### src/include/mrsm_pkg.sv
package mrsm_pkg;
  // ==========================================================
  // register offsets (word addresses on the plain port)
  localparam logic [5:0] ADDR_CTRL = 6'h00;
  localparam logic [5:0] ADDR_RXCH = 6'h01;
  localparam logic [5:0] ADDR_OUTCH = 6'h02;
  localparam logic [5:0] ADDR_VEL = 6'h03;
  localparam logic [5:0] ADDR_PROG = 6'h04;
  localparam logic [5:0] ADDR_MOD = 6'h05;
  localparam logic [5:0] ADDR_STATUS = 6'h06;
  localparam logic [5:0] ADDR_MAP_BASE = 6'h20;
  // ==========================================================
  // ctrl field positions
  localparam int CTRL_MODE_LSB = 0;
  localparam int CTRL_ROUTE_SEQ = 2;
  localparam int CTRL_SKEY = 3;
  localparam int CTRL_VOL_LSB = 4;
  localparam int CTRL_HOLD_EN = 6;
  localparam int CTRL_SONG_EN = 7;
  localparam int CTRL_AREP_LSB = 8;
  localparam logic [9:0] CTRL_RESET = 10'h004;
  // map entry fields
  localparam int MAP_CH_LSB = 0;
  localparam int MAP_ON = 4;
  localparam int MAP_BUS = 5;
  localparam int MAP_SND_LSB = 6;
  localparam int MAP_ROOT_LSB = 11;
  localparam int MAP_HI_LSB = 18;
  localparam int MAP_LO_LSB = 25;
  localparam int MAP_RATE42 = 32;
  localparam int MAP_W = 33;
  // ==========================================================
  // key limits (midi notes: a1 = 33, c7 = 96)
  localparam logic [6:0] KEY_ROOT_MIN = 7'h21;
  localparam logic [6:0] KEY_ROOT_MAX = 7'h60;
  localparam logic [6:0] HI_MAX_SLOW = 7'h0c;
  localparam logic [6:0] HI_MAX_FAST = 7'h07;
  localparam logic [6:0] LO_MAX_SLOW = 7'h13;
  localparam logic [6:0] LO_MAX_FAST = 7'h18;
  // song select ranges
  localparam logic [6:0] SONG_SEQ_MAX = 7'h63;
  localparam logic [6:0] SONG_BASE = 7'h64;
  localparam logic [6:0] SONG_MAX = 7'h70;
  // ==========================================================
  typedef enum logic [1:0] {
    MRSM_OFF, MRSM_OMNI, MRSM_POLY, MRSM_MAPPED
  } mrsm_mode_e;
  typedef enum logic [1:0] {
    MRSM_VOL_NONE, MRSM_VOL_MAIN, MRSM_VOL_LEVEL, MRSM_VOL_RSVD
  } mrsm_vol_e;
  typedef enum logic [1:0] {
    MRSM_AR_NONE, MRSM_AR_WHEEL, MRSM_AR_PRESS, MRSM_AR_RSVD
  } mrsm_arep_e;
  typedef enum logic [2:0] {
    MRSM_D_NONE, MRSM_D_PITCH_UP, MRSM_D_PITCH_DOWN, MRSM_D_PAN_RIGHT,
    MRSM_D_PAN_LEFT, MRSM_D_LEVEL_UP, MRSM_D_LEVEL_DOWN, MRSM_D_RSVD
  } mrsm_dest_e;
endpackage

### src/rtl/mrsm_map_mem.sv
module mrsm_map_mem
  import mrsm_pkg::*;
#(
  parameter int DEPTH = 32,
  parameter int AW = 5,
  parameter int W = MAP_W
) (
  // clock
  input wire logic clk,
  // write port
  input wire logic we,
  input wire logic [AW-1:0] waddr,
  input wire logic [W-1:0] wdata,
  // read port, data registered
  input wire logic [AW-1:0] raddr,
  output logic [W-1:0] rdata
);
  logic [W-1:0] mem [DEPTH];

  always_ff @(posedge clk) begin
    if (we) begin
      mem[waddr] <= wdata;
    end
  end

  always_ff @(posedge clk) begin
    rdata <= mem[raddr];
  end
endmodule // mrsm_map_mem

### src/rtl/mrsm_mapper.sv
// Summary of operation
// poly mode accepts voice messages only on receive channel 1-16
// omni mode ignores the receive channel setting
// time-code id 1-127 filtered like a channel in poly mode
// output channel off: no pad events sent
// omni/poly pad events use output channel and bus; not mapped
// mapped sound with channel off answers no channel
// map bus letter ignored on receive; layered sounds both play
// map bus letter picks snd_bus of that sound's received notes
// map entry holds sound 1-32 and root key a1-c7
// high key at most +12 (16/31 khz) or +7 (42 khz) above root
// low key bounded by lower high key or -19/-24 below root
// 16 programs each assign kit 1-4 or bank a-d per octave
// single-key off needs sound and pitch key; on, sound key only
// sequencer route: auto-repeat dynamics none, wheel or pressure
// modulator assignments writable only when routed to sounds
// modulator drives pitch, pan or level, normal or inverted
// default velocity 1-127 replaces every received velocity
// midi volume ignored, master, or level of next sound
// hold pedal drives alternate parameters only when enabled
// song select both ways: 1-99 sequences, 101-112 songs
// omni mode takes sound control on every channel
// sequencer route disables keyboard kits
// sequencer records messages from any channel
// channel is low four bits of the status byte
module mrsm_mapper
  import mrsm_pkg::*;
#(
  parameter int SOUNDS = 32,
  parameter int PROGS = 16
) (
  // clock and reset
  input wire logic clk,
  input wire logic reset,
  // register port
  input wire logic [5:0] reg_addr,
  input wire logic [63:0] reg_wdata,
  input wire logic reg_wr,
  input wire logic reg_rd,
  output logic [63:0] reg_rdata,
  // incoming midi message, one cycle strobe
  input wire logic msg_valid,
  input wire logic [7:0] msg_status,
  input wire logic [6:0] msg_d1,
  input wire logic [6:0] msg_d2,
  input wire logic msg_prev_sound,
  // sound core side
  output logic snd_valid,
  output logic [4:0] snd_num,
  output logic snd_on,
  output logic [6:0] snd_key,
  output logic [6:0] snd_vel,
  output logic snd_bus,
  output logic seq_valid,
  output logic [7:0] seq_status,
  output logic [6:0] seq_d1,
  output logic [6:0] seq_d2,
  output logic [6:0] master_vol,
  output logic [6:0] next_level,
  output logic next_level_valid,
  output logic alt_param,
  output logic [6:0] mod_value,
  output logic [2:0] mod_dest,
  output logic mod_valid,
  output logic [1:0] dyn_source,
  output logic [3:0] kit_left,
  output logic [3:0] kit_right,
  output logic kits_enabled,
  output logic skey_trig,
  output logic song_sel_valid,
  output logic song_is_song,
  output logic [6:0] song_sel_num,
  // local pad events and song selection to transmit
  input wire logic pad_valid,
  input wire logic [4:0] pad_sound,
  input wire logic [6:0] pad_key,
  input wire logic [6:0] pad_vel,
  input wire logic local_song_valid,
  input wire logic local_song_is_song,
  input wire logic [6:0] local_song_num,
  output logic tx_valid,
  output logic [7:0] tx_status,
  output logic [6:0] tx_d1,
  output logic [6:0] tx_d2,
  output logic tx_bus
);
  // ==========================================================
  // configuration registers
  logic [9:0] ctrl;
  logic [3:0] rx_chan;
  logic [6:0] rx_id;
  logic out_on;
  logic [3:0] out_chan;
  logic out_bus;
  logic [6:0] def_vel;
  logic [3:0] prog_sel;
  logic [3:0] kit_l [PROGS];
  logic [3:0] kit_r [PROGS];
  logic [1:0] mod_src [PROGS];
  logic [2:0] mod_dst [PROGS];
  logic [6:0] vol_level;

  mrsm_mode_e mode;
  mrsm_vol_e vol_mode;
  logic route_seq;
  assign mode = mrsm_mode_e'(ctrl[CTRL_MODE_LSB +: 2]);
  assign vol_mode = mrsm_vol_e'(ctrl[CTRL_VOL_LSB +: 2]);
  assign route_seq = ctrl[CTRL_ROUTE_SEQ];

  logic wr_ctrl, wr_prog, wr_mod, map_we, map_ok;
  assign wr_ctrl = reg_wr && reg_addr == ADDR_CTRL;
  assign wr_prog = reg_wr && reg_addr == ADDR_PROG;
  assign wr_mod = reg_wr && reg_addr == ADDR_MOD && !route_seq;

  // map entry checks against root and rate limits
  logic [6:0] w_root, w_hi, w_lo, w_himax, w_lomax;
  assign w_root = reg_wdata[MAP_ROOT_LSB +: 7];
  assign w_hi = reg_wdata[MAP_HI_LSB +: 7];
  assign w_lo = reg_wdata[MAP_LO_LSB +: 7];
  assign w_himax = reg_wdata[MAP_RATE42] ? HI_MAX_FAST : HI_MAX_SLOW;
  assign w_lomax = reg_wdata[MAP_RATE42] ? LO_MAX_FAST : LO_MAX_SLOW;
  assign map_ok = w_root >= KEY_ROOT_MIN && w_root <= KEY_ROOT_MAX
    && w_hi >= w_root && (w_hi - w_root) <= w_himax
    && w_lo <= w_root && (w_root - w_lo) <= w_lomax;
  // bad entries are dropped rather than clipped
  assign map_we = reg_wr && reg_addr[5] && map_ok;

  // ==========================================================
  always_ff @(posedge clk) begin
    if (reset) begin
      ctrl <= CTRL_RESET;
      rx_chan <= 4'h0;
      rx_id <= 7'h01;
      out_on <= 1'b0;
      out_chan <= 4'h0;
      out_bus <= 1'b0;
      def_vel <= 7'h00;
      prog_sel <= 4'h0;
    end else if (reg_wr) begin
      if (wr_ctrl) ctrl <= reg_wdata[9:0];
      if (reg_addr == ADDR_RXCH) begin
        rx_chan <= reg_wdata[3:0];
        if (reg_wdata[14:8] != 7'h00) rx_id <= reg_wdata[14:8];
      end
      if (reg_addr == ADDR_OUTCH) begin
        out_chan <= reg_wdata[3:0];
        out_bus <= reg_wdata[4];
        out_on <= reg_wdata[5];
      end
      if (reg_addr == ADDR_VEL) def_vel <= reg_wdata[6:0];
      if (wr_prog || wr_mod) prog_sel <= reg_wdata[3:0];
    end
  end

  genvar gp;
  generate
    for (gp = 0; gp < PROGS; gp++) begin : g_prog
      always_ff @(posedge clk) begin
        if (reset) begin
          kit_l[gp] <= 4'h0;
          kit_r[gp] <= 4'h4;
          mod_src[gp] <= 2'h0;
          mod_dst[gp] <= 3'h0;
        end else begin
          if (wr_prog && reg_wdata[3:0] == gp[3:0]) begin
            kit_l[gp] <= {1'b0, reg_wdata[10:8]};
            kit_r[gp] <= {1'b0, reg_wdata[14:12]};
          end
          if (wr_mod && reg_wdata[3:0] == gp[3:0]) begin
            mod_src[gp] <= reg_wdata[9:8];
            mod_dst[gp] <= reg_wdata[14:12];
          end
        end
      end
    end
  endgenerate

  assign kit_left = kit_l[prog_sel];
  assign kit_right = kit_r[prog_sel];
  assign kits_enabled = !route_seq && mode != MRSM_MAPPED;
  assign skey_trig = ctrl[CTRL_SKEY];
  assign dyn_source = route_seq ? ctrl[CTRL_AREP_LSB +: 2] : 2'h0;

  // ==========================================================
  // incoming message decode
  logic [3:0] m_chan;
  logic m_voice, m_note, m_noteon, m_cc, m_press, m_bend, m_song, m_mtc;
  logic chan_ok;
  assign m_chan = msg_status[3:0];
  assign m_voice = msg_status[7] && msg_status[7:4] != 4'hf;
  assign m_note = msg_status[7:5] == 3'b100;
  assign m_noteon = msg_status[7:4] == 4'h9 && msg_d2 != 7'h00;
  assign m_cc = msg_status[7:4] == 4'hb;
  assign m_press = msg_status[7:4] == 4'hd;
  assign m_bend = msg_status[7:4] == 4'he;
  assign m_song = msg_status == 8'hf3;
  assign m_mtc = msg_status == 8'hf0;

  always_comb begin
    unique case (mode)
      MRSM_OFF: chan_ok = 1'b0;
      MRSM_OMNI: chan_ok = 1'b1;
      MRSM_POLY: chan_ok = m_chan == rx_chan;
      MRSM_MAPPED: chan_ok = 1'b1;
    endcase
  end

  // velocity after default substitution
  logic [6:0] eff_vel;
  assign eff_vel = def_vel != 7'h00 ? def_vel : msg_d2;

  // ==========================================================
  // map memory: one entry per sound, scanned after each note
  logic [4:0] scan_idx;
  logic scan_busy;
  logic [MAP_W-1:0] map_rd;
  logic [7:0] scan_status;
  logic [6:0] scan_key, scan_vel;
  logic scan_vld;
  logic [4:0] scan_num;

  mrsm_map_mem #(.DEPTH(SOUNDS), .AW(5), .W(MAP_W)) u_map (
    .clk(clk),
    .we(map_we),
    .waddr(reg_addr[4:0]),
    .wdata(reg_wdata[MAP_W-1:0]),
    .raddr(scan_idx),
    .rdata(map_rd)
  );

  // one entry per cycle; notes arriving mid-scan are not mapped
  always_ff @(posedge clk) begin
    if (reset) begin
      scan_busy <= 1'b0;
      scan_idx <= 5'h00;
      scan_vld <= 1'b0;
      scan_num <= 5'h00;
      scan_status <= 8'h00;
      scan_key <= 7'h00;
      scan_vel <= 7'h00;
    end else begin
      scan_vld <= scan_busy;
      scan_num <= scan_idx;
      if (!scan_busy && msg_valid && m_note && mode == MRSM_MAPPED
          && !route_seq) begin
        scan_busy <= 1'b1;
        scan_idx <= 5'h00;
        scan_status <= msg_status;
        scan_key <= msg_d1;
        scan_vel <= eff_vel;
      end else if (scan_busy) begin
        scan_idx <= scan_idx + 5'h01;
        if (scan_idx == 5'(SOUNDS - 1)) scan_busy <= 1'b0;
      end
    end
  end

  logic map_hit;
  assign map_hit = scan_vld && map_rd[MAP_ON]
    && map_rd[MAP_CH_LSB +: 4] == scan_status[3:0]
    && scan_key >= map_rd[MAP_LO_LSB +: 7]
    && scan_key <= map_rd[MAP_HI_LSB +: 7];

  // ==========================================================
  // sound core outputs
  always_ff @(posedge clk) begin
    if (reset) begin
      snd_valid <= 1'b0;
      snd_num <= 5'h00;
      snd_on <= 1'b0;
      snd_key <= 7'h00;
      snd_vel <= 7'h00;
      snd_bus <= 1'b0;
    end else if (map_hit) begin
      snd_valid <= 1'b1;
      snd_num <= scan_num;
      snd_on <= scan_status[4] && scan_vel != 7'h00;
      snd_key <= scan_key;
      snd_vel <= scan_vel;
      snd_bus <= map_rd[MAP_BUS];
    end else if (msg_valid && m_note && chan_ok && !route_seq
                 && mode != MRSM_MAPPED) begin
      snd_valid <= 1'b1;
      snd_num <= msg_prev_sound ? snd_num : 5'h00;
      snd_on <= m_noteon;
      snd_key <= msg_d1;
      snd_vel <= eff_vel;
      snd_bus <= out_bus;
    end else begin
      snd_valid <= 1'b0;
    end
  end

  // sequencer path takes every channel
  always_ff @(posedge clk) begin
    if (reset) begin
      seq_valid <= 1'b0;
      seq_status <= 8'h00;
      seq_d1 <= 7'h00;
      seq_d2 <= 7'h00;
    end else begin
      seq_valid <= msg_valid && route_seq && m_voice;
      seq_status <= msg_status;
      seq_d1 <= msg_d1;
      seq_d2 <= m_note ? eff_vel : msg_d2;
    end
  end

  // ==========================================================
  // controllers: volume, hold pedal, modulators, time code id
  logic sc_ok;
  assign sc_ok = msg_valid && chan_ok && !route_seq;
  always_ff @(posedge clk) begin
    if (reset) begin
      master_vol <= 7'h7f;
      vol_level <= 7'h7f;
      next_level_valid <= 1'b0;
      alt_param <= 1'b0;
      mod_valid <= 1'b0;
      mod_value <= 7'h00;
      mod_dest <= 3'h0;
    end else begin
      mod_valid <= 1'b0;
      if (sc_ok && m_cc && msg_d1 == 7'h07) begin
        if (vol_mode == MRSM_VOL_MAIN) master_vol <= msg_d2;
        if (vol_mode == MRSM_VOL_LEVEL) begin
          vol_level <= msg_d2;
          next_level_valid <= 1'b1;
        end
      end else if (snd_valid && snd_on) begin
        next_level_valid <= 1'b0;
      end
      if (sc_ok && m_cc && msg_d1 == 7'h40 && ctrl[CTRL_HOLD_EN]) begin
        alt_param <= msg_d2[6];
      end
      if (sc_ok && ((m_cc && msg_d1 == 7'h01 && mod_src[prog_sel] == 2'h0)
          || (m_bend && mod_src[prog_sel] == 2'h1)
          || (m_press && mod_src[prog_sel] == 2'h2))) begin
        mod_valid <= mod_dst[prog_sel] != 3'h0;
        mod_dest <= mod_dst[prog_sel];
        mod_value <= m_press ? msg_d1 : msg_d2;
      end
    end
  end
  assign next_level = vol_level;

  // time code id match, seen in status
  logic mtc_seen;
  always_ff @(posedge clk) begin
    if (reset) mtc_seen <= 1'b0;
    else if (msg_valid && m_mtc && (mode != MRSM_POLY || msg_d1 == rx_id))
      mtc_seen <= 1'b1;
  end

  // ==========================================================
  // song select, received
  always_ff @(posedge clk) begin
    if (reset) begin
      song_sel_valid <= 1'b0;
      song_is_song <= 1'b0;
      song_sel_num <= 7'h00;
    end else begin
      song_sel_valid <= 1'b0;
      if (msg_valid && m_song && ctrl[CTRL_SONG_EN]) begin
        if (msg_d1 >= 7'h01 && msg_d1 <= SONG_SEQ_MAX) begin
          song_sel_valid <= 1'b1;
          song_is_song <= 1'b0;
          song_sel_num <= msg_d1;
        end else if (msg_d1 > SONG_BASE && msg_d1 <= SONG_MAX) begin
          song_sel_valid <= 1'b1;
          song_is_song <= 1'b1;
          song_sel_num <= msg_d1 - SONG_BASE;
        end
      end
    end
  end

  // transmit: song select first, then pad events
  always_ff @(posedge clk) begin
    if (reset) begin
      tx_valid <= 1'b0;
      tx_status <= 8'h00;
      tx_d1 <= 7'h00;
      tx_d2 <= 7'h00;
      tx_bus <= 1'b0;
    end else if (local_song_valid && ctrl[CTRL_SONG_EN]) begin
      tx_valid <= 1'b1;
      tx_status <= 8'hf3;
      tx_d1 <= local_song_is_song ? local_song_num + SONG_BASE
                                  : local_song_num;
      tx_d2 <= 7'h00;
      tx_bus <= out_bus;
    end else if (pad_valid && out_on && mode != MRSM_OFF) begin
      tx_valid <= 1'b1;
      tx_status <= {4'h9, mode == MRSM_MAPPED ? 4'h0 : out_chan};
      tx_d1 <= pad_key;
      tx_d2 <= pad_vel;
      tx_bus <= out_bus;
    end else begin
      tx_valid <= 1'b0;
    end
  end

  // ==========================================================
  // register read
  always_ff @(posedge clk) begin
    if (reset) reg_rdata <= 64'h0;
    else if (reg_rd) begin
      unique case (reg_addr)
        ADDR_CTRL: reg_rdata <= {54'h0, ctrl};
        ADDR_RXCH: reg_rdata <= {49'h0, rx_id, 4'h0, rx_chan};
        ADDR_OUTCH: reg_rdata <= {58'h0, out_on, out_bus, out_chan};
        ADDR_VEL: reg_rdata <= {57'h0, def_vel};
        ADDR_PROG: reg_rdata <= {49'h0, kit_right[2:0], 1'b0, kit_left[2:0],
                                 4'h0, prog_sel};
        ADDR_MOD: reg_rdata <= {49'h0, mod_dst[prog_sel], 2'h0,
                                mod_src[prog_sel], 4'h0, prog_sel};
        ADDR_STATUS: reg_rdata <= {61'h0, mtc_seen, scan_busy,
                                   next_level_valid};
        default: reg_rdata <= 64'h0;
      endcase
    end
  end
endmodule // mrsm_mapper
### config.mk
export PLATFORM = sky130hd
export DESIGN_NAME = mrsm_mapper
export DESIGN_NICKNAME = d
export VERILOG_FILES = /design/src/include/mrsm_pkg.sv /design/src/rtl/mrsm_map_mem.sv /design/src/rtl/mrsm_mapper.sv
export SDC_FILE = /design/constraint.sdc
export NUM_CORES = 1
export LEC_CHECK = 0
export ABC_CLOCK_PERIOD_IN_PS = 9800
export BUFFER_PORTS_ARGS = -buffer_cell sky130_fd_sc_hd__clkbuf_2
export CORE_ASPECT_RATIO = 0.9
export CORE_UTILIZATION = 40
export CTS_BUF_LIST = sky130_fd_sc_hd__clkbuf_4 sky130_fd_sc_hd__clkbuf_8
export DETAILED_ROUTE_END_ITERATION = 10
export GPL_TIMING_DRIVEN = 0
export PLACE_DENSITY = 0.63
export SYNTH_ARGS = -nofsm -noshare
export SYNTH_HDL_FRONTEND = slang
export SYNTH_SLANG_ARGS = --single-unit
export TNS_END_PERCENT = 30
### constraint.sdc
create_clock -name clk -period 9.8 [get_ports clk]
set_input_delay 1.96 -clock clk [delete_from_list [all_inputs] [get_ports clk]]
set_output_delay 1.96 -clock clk [all_outputs]
set_load 0.02 [all_outputs]
==> results.toml, run 1 <==
[hold_path]
min_delay_path_depth = 2
hold_class = "reg2reg"

[power_and_ir_drop]
power_frac_clock = 0.415
power_density_nw_per_um2 = 175
swShare = 0.228
p_switching_w = 0.00199
ir_drop_v = 0.000126
intPower_w = 0.00674
p_leak_nw = 16.9
pwr-share-comb = 0.041
pwr-share-seq = 0.544

[clocking]
cts_tree = "yes"
ctsResizeCount = 0
postCtsSetupRepairBufs = 0
clock_latency_ns = 0.83
clockBufferDepth = 3
clock-sinks = 1028
path_clk_slew_ns = 0.06
clock_tree.root_cell = "clkbuf_8"
cts_buffers = 161
h-tree-depth = 4
hold_buffers = 0

[placed_design]
dp_hpwl_mm = 85.4
port_buffers = 213
gp_congestion = 0.882
dp_cells = 4415

[cells_and_area]
final_common_cell = "edfxtp_1"
nNetsFinal = 3367
layout_common_cells = "816 x edfxtp_1, 252 x mux4_2, 213 x clkbuf_2"
layout-drive-gt1-share = 0.290
final_cells = 4702
area_growth_pct = 16.7

[yosys]
ys.flop_type = "edfxtp_1"
ys_ff_latch = 1028
seq_area_frac_synth = 0.673
yosysTopAreaCellShare = 0.574
synth_top_area_cell = "edfxtp_1"
async_flop_share = 0
yosysUniqueCellTypes = 78
synth_warnings = 0
synthesis.area_sq_um = 42700
synth_cells = 2674
avgSynthCellArea_sq_um = 16.0
yosys-top-cells-area = "edfxtp_1 57%, mux4_2 13%, dfxtp_1 9.9%, nor2_1 1.4%, nand2_1 1.3%"
synth_enable_flop_cells = 816

[timing]
hold_viol = 0
fin_crit_sh = 0.646
relSlewSlack = 0.127
finalSetupViolCount = 0
fin_skew_ns = 0.0521
rsz0062_at_grt = "false"
min_period_ns = 6.34
worst_pin_slew_ns = 1.31
holdWs_ns = 0.428
fmax_mhz = 158
slew_viol_final = 0

[floorplan]
core-area_sq_um = 106000
fp.dieW_um = 346
rows = 113
die_y_um = 312
dieArea_sq_um = 108000
initial_core_util = 0.404
io_pins = 308

[critical_path]
crit_start = "reg_wdata[18]"
crit_end = "u_map.mem[22][5]$_DFFE_PP_"
r2r_cells = 6
rr_startpoint = "scan_idx[1]$_SDFFE_PP0P_"
worstSetupStartpointType = "primary input"
crit_arrival_ns = 6.88
endpoint_kind = "flop"
reg2reg_to = "u_map.rdata[1]$_DFF_P_"
rrSetupSlack_ns = 5.79
cp_data_required_time_ns = 10.34
cp_max_fo = 33
worstSetupPathType = "in2reg"

[route]
final_antenna_net_count = 0
wl_per_cell_um = 25.4
firstDrtPassIters = 6
drtIter0Drc = 2948
viasPerCell = 5.58
vias = 26231
drc = 0
drt_wl_total_mm = 119

[global_route]
overflow = 0
grt.total_usage = 0.220
antenna_found_initial = 12
grt_pass1_wl_mm = 174
grt_pass1_vias = 25852
grt_max_degree = 37

[job]
cap_violations = 0

[outcome]
status = "finished, final reports clean"
[final cells by class]
class,count,area (sq um)
antenna,2,5.00
buffer,237,1230
clock buffer,218,2700
clock inverter,67,464
fill,9106,55900
inverter,51,205
multi-input combinational,1408,12900
sequential,1028,28700
tap,1380,1730
timing repair buffer,311,1840
[worst min-delay path by stage]
stage	startpoint	to	slack, ns
finish	scan_num[0]$_SDFF_PP0_	snd_num[0]$_SDFFE_PP0P_	0.43
global route	scan_num[0]$_SDFF_PP0_	snd_num[0]$_SDFFE_PP0P_	0.43
CTS	scan_num[4]$_SDFF_PP0_	snd_num[4]$_SDFFE_PP0P_	0.43
detailed placement	scan_num[1]$_SDFF_PP0_	snd_num[1]$_SDFFE_PP0P_	0.43
global placement	scan_num[1]$_SDFF_PP0_	snd_num[1]$_SDFFE_PP0P_	0.44
floorplan	scan_num[0]$_SDFF_PP0_	snd_num[0]$_SDFFE_PP0P_	0.42
[worst max-delay path, cell delays in order]
cell	delay [ns]
clkbuf_2	0.54
inv_1	0.28
ha_1	0.29
fa_1	0.49
inv_1	0.05
ha_1	0.29
a21o_1	0.16
a31oi_1	0.16
a41oi_1	0.07
nor4_1	0.30
o2111ai_1	0.31
clkbuf_1	0.41
nor4_2	0.92
buf_6	0.24
buf_4	0.19
buf_4	0.19
[sequential cells by signal (all words and copies together), names as in the netlist, 8 cells and up, named ones only]
| register | flops |
|---|---|
| kit_l | 48 |
| mod_src | 32 |
| mod_dst | 48 |
| kit_r | 48 |
| u_map.mem | 640 |
| u_map.rdata | 20 |
| seq_status | 8 |
| ctrl | 10 |
| reg_rdata | 15 |
[through the flow]
step / power (W) / util / worst slack (ns) / setup TNS [ns] / instance area, sq um
floorplan: 0.00502 / - / 3.04 / 0 / 42900
global placement: 0.00518 / 0.432 / -0.343 / -28.67 / 45700
detailed placement: 0.00519 / 0.441 / 2.64 / 0 / 46700
CTS: 0.00879 / 0.471 / 3.57 / 0 / 49800
global route: 0.00899 / 0.471 / 3.17 / 0 / 49800
finish: 0.00873 / 0.471 / 3.46 / 0 / 49800
[power groups by stage]
stage | sequential [W] | combinational (W) | clock, W
2_1_floorplan | 0.00484 | 0.000178 | 0
3_3_place_gp | 0.00484 | 0.000339 | 0
3_5_place_dp | 0.00484 | 0.000349 | 0
4_1_cts | 0.00475 | 0.000350 | 0.00369
5_1_grt | 0.00475 | 0.000377 | 0.00386
6_report | 0.00475 | 0.000355 | 0.00363
[cells in the mapped netlist, drive strengths merged (6+ instances only)]
cell and instances:
nand2 154, nand3b 19, a21o 8, mux2 29, nor2b 43, o21ai 22, a211o 16, a31oi 6
ha 40, nand3 47, xnor2 16, nand4 8, a311oi 9, and2 81, nor4 41, clkbuf 146
o21bai 33, and3 8, edfxtp 816, dfxtp 212, o21a 7, a22oi 6, buf 90, mux4 255
inv 49, nor2 163, xor2 13, mux2i 39, a211oi 26, a21oi 93, nor3 98, nand2b 16
[routing by layer]
metal / vias up / wire, um / track usage
met5: - / 51 / 0
met4: 8 / 2730 / 0.0629
met3: 204 / 10900 / 0.0545
met2: 1274 / 53900 / 0.331
met1: 13403 / 51800 / 0.315
li1: 11342 / - / -
[kinds of logic after synthesis]
family                   after synthesis  synth area share
flip-flops                          1028             0.673
buffers and inverters                288            0.0337
AND/OR/NAND/NOR                      700            0.0820
other                                  1         0.0000878
XOR/XNOR                              29           0.00595
AO/OA/AOI/OAI                        263            0.0413
adder cells (fa/ha/maj)               42            0.0127
multiplexers                         323             0.151
Power figures use the tool's default switching activity.
==> inputs of run 2 (changes only) <==
--- a/config.mk
+++ b/config.mk
@@ -5,14 +5,14 @@
 export SDC_FILE = /design/constraint.sdc
 export NUM_CORES = 1
 export LEC_CHECK = 0
-export ABC_CLOCK_PERIOD_IN_PS = 9800
+export ABC_CLOCK_PERIOD_IN_PS = 5350
 export BUFFER_PORTS_ARGS = -buffer_cell sky130_fd_sc_hd__clkbuf_2
 export CORE_ASPECT_RATIO = 0.9
 export CORE_UTILIZATION = 40
 export CTS_BUF_LIST = sky130_fd_sc_hd__clkbuf_4 sky130_fd_sc_hd__clkbuf_8
 export DETAILED_ROUTE_END_ITERATION = 10
 export GPL_TIMING_DRIVEN = 0
-export PLACE_DENSITY = 0.63
+export PLACE_DENSITY = 0.65
 export SYNTH_ARGS = -nofsm -noshare
 export SYNTH_HDL_FRONTEND = slang
 export SYNTH_SLANG_ARGS = --single-unit
==> constraint.sdc (replaced) <==
create_clock -name clk -period 5.35 [get_ports clk]
set_input_delay 1.07 -clock clk [delete_from_list [all_inputs] [get_ports clk]]
set_output_delay 1.07 -clock clk [all_outputs]
set_load 0.02 [all_outputs]
==> run 2 against run 1 <==
  * Routed wire length fell by 2.2%
  * Clock-buffer cell count rose by 28
  * Clock skew fell by 0.011 ns
  * Final cell count rose by 0.26%
  * Clock power rose by 84%
  * Final area rose by 0.53%
  * Sequential power rose by 83%
  * Die area did not move
  * Flip-flop and latch count did not move
  * Sequential share of layout area fell by 0.31 points
  * Critical path type unchanged
  * Largest power group unchanged
==> results.toml, run 2 (same netlist as run 1, synthesis figures left out) <==
[route]
drt_wl_total_mm = 117
drc = 0
viasPerCell = 5.56
drtIter0Drc = 2837
wirelength_met1_mm = 48.5
wl_met2_mm = 54.3
final_antenna_net_count = 0
vias = 26229
top_layer = "met5"
wl_per_cell_um = 24.8
firstDrtPassIters = 6
met3_wirelength_mm = 11.0

[clocking]
clockBufferDepth = 3
clock-sinks = 1028
cts_tree = "yes"
clock_tree.root_cell = "clkbuf_8"
clock_latency_ns = 0.85
path_clk_slew_ns = 0.06
cts_buffers = 164
h-tree-depth = 4
hold_buffers = 0

[placed_design]
gp_congestion = 0.873
place_ws_ns = -1.10
port_buffers = 213
dp_hpwl_mm = 85.0
dp_cells = 4413

[critical_path]
cp_data_required_time_ns = 5.87
cp_max_fo = 33
slowest_stage = "nor4_2"
max_stage_delay_ns = 0.75
crit_arrival_ns = 5.74
worstSetupPathType = "in2reg"
endpoint_kind = "flop"
r2r_cells = 6
path_cells = "clkbuf_4 -> inv_1 -> ha_1 -> fa_1 -> inv_1 -> ha_1 -> a21o_1 -> a31oi_1 -> a41oi_1 -> nor4_1 -> o2111ai_1 -> clkbuf_1 -> nor4_2 -> buf_4 -> buf_4"
worstSetupStartpointType = "primary input"

[power_and_ir_drop]
p_total_w = 0.0160
p_leak_nw = 17.1
ir_drop_v = 0.000213
power_density_nw_per_um2 = 320

[timing]
fin_skew_ns = 0.0414
relSlewSlack = 0.204
fin_crit_sh = 0.975
worst_pin_slew_ns = 1.19
finalSetupViolCount = 0
slew_viol_final = 0
setup_slack_ns = 0.135
fmax_mhz = 192
hold_viol = 0
min_period_ns = 5.21

[cells_and_area]
nNetsFinal = 3369
largest_reg_flops = 640
area_growth_pct = 17.3
final_cells = 4714
num-fill-cells = 9040
top_register = "u_map.mem"
layout_common_cells = "816 x edfxtp_1, 252 x mux4_2, 213 x clkbuf_2"
layout-drive-gt1-share = 0.298
final_common_cell = "edfxtp_1"

[outcome]
status = "finished, final reports clean"

[global_route]
grt_pass1_vias = 25823
overflow = 0
grt_max_degree = 37
antenna_found_initial = 12
grt_pass1_wl_mm = 171
grt.total_usage = 0.215

[hold_path]
hold_class = "reg2reg"
min_delay_path_depth = 2

[floorplan]
dieArea_sq_um = 108000
fp.dieW_um = 346
core-area_sq_um = 106000
rows = 113
die_y_um = 312
io_pins = 308
initial_core_util = 0.404

[job]
cap_violations = 0
run 2: cell types whose count changed in the layout (fill, tap and decap cells not counted), moves of 4 or more:
cell,change
buf_4,+4
clkbuf_8,+10
bufinv_16,-4
nor4_2,-18
nor4_4,+18
clkbuf_4,+20
clkinv_1,-16
clkbuf_1,-4
run 2: final cells by class:
type	instances	area, sq um	area share
buffer	235	1230	0.0245
clock buffer	246	2970	0.0593
antenna	3	7.51	0.000150
sequential	1028	28700	0.574
clock inverter	51	302	0.00602
tap	1380	1730	0.0345
inverter	51	205	0.00410
timing repair buffer	312	1840	0.0367
multi-input combinational	1408	13100	0.261
run 2: critical path: cells and delay by family:
kind | cells | cell delay, ns
AOI/OAI and AO/OA | 4 | 0.86
buffers and inverters | 6 | 1.65
adders and majority gates | 3 | 1.03
and+or+nand+nor | 2 | 1.10
run 2: metal layers:
| metal | vias to the layer above | global-route usage |
|---|---|---|
| met1 | 13376 | 0.300 |
| met4 | 18 | 0.0653 |
| li1 | 11349 | - |
| met5 | - | 0 |
| met3 | 216 | 0.0537 |
| met2 | 1270 | 0.334 |
run 2: worst paths after layout:
kind	start	endpoint	slack [ns]
max	reg_wdata[18]	u_map.mem[4][20]$_DFFE_PP_	0.14
max reg2reg	scan_idx[1]$_SDFFE_PP0P_	u_map.rdata[25]$_DFF_P_	1.76
min reg2reg	scan_num[3]$_SDFF_PP0_	snd_num[3]$_SDFFE_PP0P_	0.44
min	scan_num[3]$_SDFF_PP0_	snd_num[3]$_SDFFE_PP0P_	0.44
run 2: timing repair:
item | 4_1_cts | 5_1_grt
endpoints found under the setup margin | 69 | 425
setup buffers | 0 | 3
resized for setup | 6 | 22
pin swaps | 0 | 1
run 2: metrics by stage:
stage / hold slack [ns] / setup TNS [ns] / instance area, sq um / utilization
detailed placement: 0.426 / -419.81 / 46600 / 0.441
global route: 0.413 / -0.650 / 50100 / 0.474
CTS: 0.383 / -5.43 / 50000 / 0.473
floorplan: 0.417 / -312.56 / 42900 / -
finish: 0.435 / 0 / 50100 / 0.474
global placement: 0.432 / -2341.55 / 45700 / 0.432
run 2: power breakdown:
group	switching, W	internal, W
sequential	0.0000230	0.00868
clock	0.00310	0.00358
combinational	0.000472	0.000179
total	0.00360	0.0124
==> inputs of run 3 (changes only) <==
--- a/config.mk
+++ b/config.mk
@@ -12,7 +12,6 @@
 export CTS_BUF_LIST = sky130_fd_sc_hd__clkbuf_4 sky130_fd_sc_hd__clkbuf_8
 export DETAILED_ROUTE_END_ITERATION = 10
 export GPL_TIMING_DRIVEN = 0
-export PLACE_DENSITY = 0.65
 export SYNTH_ARGS = -nofsm -noshare
 export SYNTH_HDL_FRONTEND = slang
 export SYNTH_SLANG_ARGS = --single-unit
==> run 3 against run 2 <==
  * Non-clock buffer count up 2
  * Routed wire length is 3.5% higher
  * Total power is 1.7% higher
  * Clock power rose by 3.9%
  * Register-to-register slack worse by 0.38 ns
  * Highest routed layer unchanged
  * Clock-buffer cell count rose by 2
  * Critical path type unchanged
  * Utilization rose by 0.14 points
==> results.toml, run 3 (same netlist as run 1, synthesis figures left out) <==
[outcome]
status = "finished, final reports clean"

[clocking]
postCtsSetupRepairBufs = 0
hold_buffers = 0
clock_latency_ns = 0.83
clockBufferDepth = 3
clock-sinks = 1028
cts_buffers = 170
clock_tree.root_cell = "clkbuf_8"
path_clk_slew_ns = 0.06
h-tree-depth = 4
cts_tree = "yes"

[floorplan]
dieArea_sq_um = 108000
die_y_um = 312
fp.dieW_um = 346
initial_core_util = 0.404
rows = 113
core-area_sq_um = 106000
io_pins = 308

[global_route]
overflow = 0
antenna_found_initial = 9
grt_pass1_vias = 25571
grt_max_degree = 37
grt_pass1_wl_mm = 176
grt.total_usage = 0.223

[power_and_ir_drop]
pwr-share-comb = 0.040
power_frac_clock = 0.426
ir_drop_v = 0.000198
p_switching_w = 0.00365
swShare = 0.224
p_leak_nw = 17.1
intPower_w = 0.0127
pwr-share-seq = 0.534
p_total_w = 0.0163
power_density_nw_per_um2 = 324

[placed_design]
port_buffers = 213
dp_hpwl_mm = 86.1
gp_congestion = 0.895

[critical_path]
endpoint_kind = "flop"
crit_arrival_ns = 5.74
cp_data_required_time_ns = 5.87
cp_max_fo = 33
worstSetupStartpointType = "primary input"
worstSetupPathType = "in2reg"

[route]
viasPerCell = 5.55
final_antenna_net_count = 0
drt_wl_total_mm = 121
drc = 0
firstDrtPassIters = 8
drtIter0Drc = 2463
wl_per_cell_um = 25.5
vias = 26270

[timing]
finalSetupViolCount = 0
min_period_ns = 5.21
fin_skew_ns = 0.0405
worst_pin_slew_ns = 1.38
hold_viol = 0
slew_viol_final = 0
relSlewSlack = 0.0715
fmax_mhz = 192
fin_crit_sh = 0.975

[job]
cap_violations = 0

[cells_and_area]
layout_common_cells = "816 x edfxtp_1, 252 x mux4_2, 212 x dfxtp_1"
nNetsFinal = 3377
largest_reg_flops = 640
top_register = "u_map.mem"
fin_util = 0.475
final_common_cell = "edfxtp_1"
layout-drive-gt1-share = 0.296
num-fill-cells = 9096
area_growth_pct = 17.6

[hold_path]
hold_class = "reg2reg"
## run 3: power by group through the flow
stage / clock, W / sequential [W] / combinational [W]
final: 0.00694 / 0.00871 / 0.000654
after global routing: 0.00743 / 0.00871 / 0.000699
after CTS: 0.00708 / 0.00871 / 0.000642
after detailed placement: 0 / 0.00887 / 0.000639
after global placement: 0 / 0.00887 / 0.000620
after floorplan: 0 / 0.00887 / 0.000326
## run 3: stage by stage
step,hold WS (ns),setup WS [ns],TNS (ns),cell area [sq um],instances
2_1_floorplan,0.417,-0.516,-312.56,42900,2724
3_3_place_gp,0.435,-4.43,-2505.72,45700,4317
3_5_place_dp,0.431,-1.18,-457.69,46700,4418
4_1_cts,0.405,-0.0529,-0.453,50200,4728
5_1_grt,0.449,-0.0521,-0.335,50300,4731
6_report,0.439,0.136,0,50300,4732
## run 3: worst paths after layout
path	start	end	slack, ns	cells after the start
worst max-delay path	reg_wdata[18]	u_map.mem[14][18]$_DFFE_PP_	0.14	15
worst min-delay path	scan_num[1]$_SDFF_PP0_	snd_num[1]$_SDFFE_PP0P_	0.44	2
worst max register to register	scan_idx[1]$_SDFFE_PP0P_	u_map.rdata[1]$_DFF_P_	1.38	6
worst min register to register	scan_num[1]$_SDFF_PP0_	snd_num[1]$_SDFFE_PP0P_	0.44	2
## run 3: routing by layer
layer | global-route usage | vias to the layer above | part of all wire
met3 | 0.0473 | 195 | 0.082
li1 | - | 11378 | -
met2 | 0.336 | 1226 | 0.45
met4 | 0.0697 | 8 | 0.024
met1 | 0.323 | 13463 | 0.44
met5 | 0 | - | 0.00046
## run 3: repair_timing
action                     4_1_cts  5_1_grt
pin swaps                        0        1
cloned                           0        0
setup endpoints to repair      157      232
resized for setup                4       16
## run 3: layout make-up
type / count / area [sq um] / area share
clock buffers: 248 / 2990 / 0.0595
clock inverters: 64 / 435 / 0.00866
repair buffers: 314 / 1880 / 0.0374
plain buffers: 235 / 1220 / 0.0244
flip-flops and latches: 1028 / 28700 / 0.572
inverters: 51 / 205 / 0.00408
well taps: 1380 / 1730 / 0.0344
multi-input cells: 1408 / 13000 / 0.259
diodes: 4 / 10.0 / 0.000199
## run 3: worst max-delay path, cell delays in order
cell and delay (ns):
clkbuf_4 0.34, inv_1 0.16, ha_1 0.24, fa_1 0.48, inv_1 0.05, ha_1 0.28
a21o_1 0.16, a31oi_1 0.16, a41oi_1 0.07, nor4_1 0.31, o2111ai_1 0.47, clkbuf_1 0.59
nor4_2 0.79, buf_4 0.31, buf_4 0.19
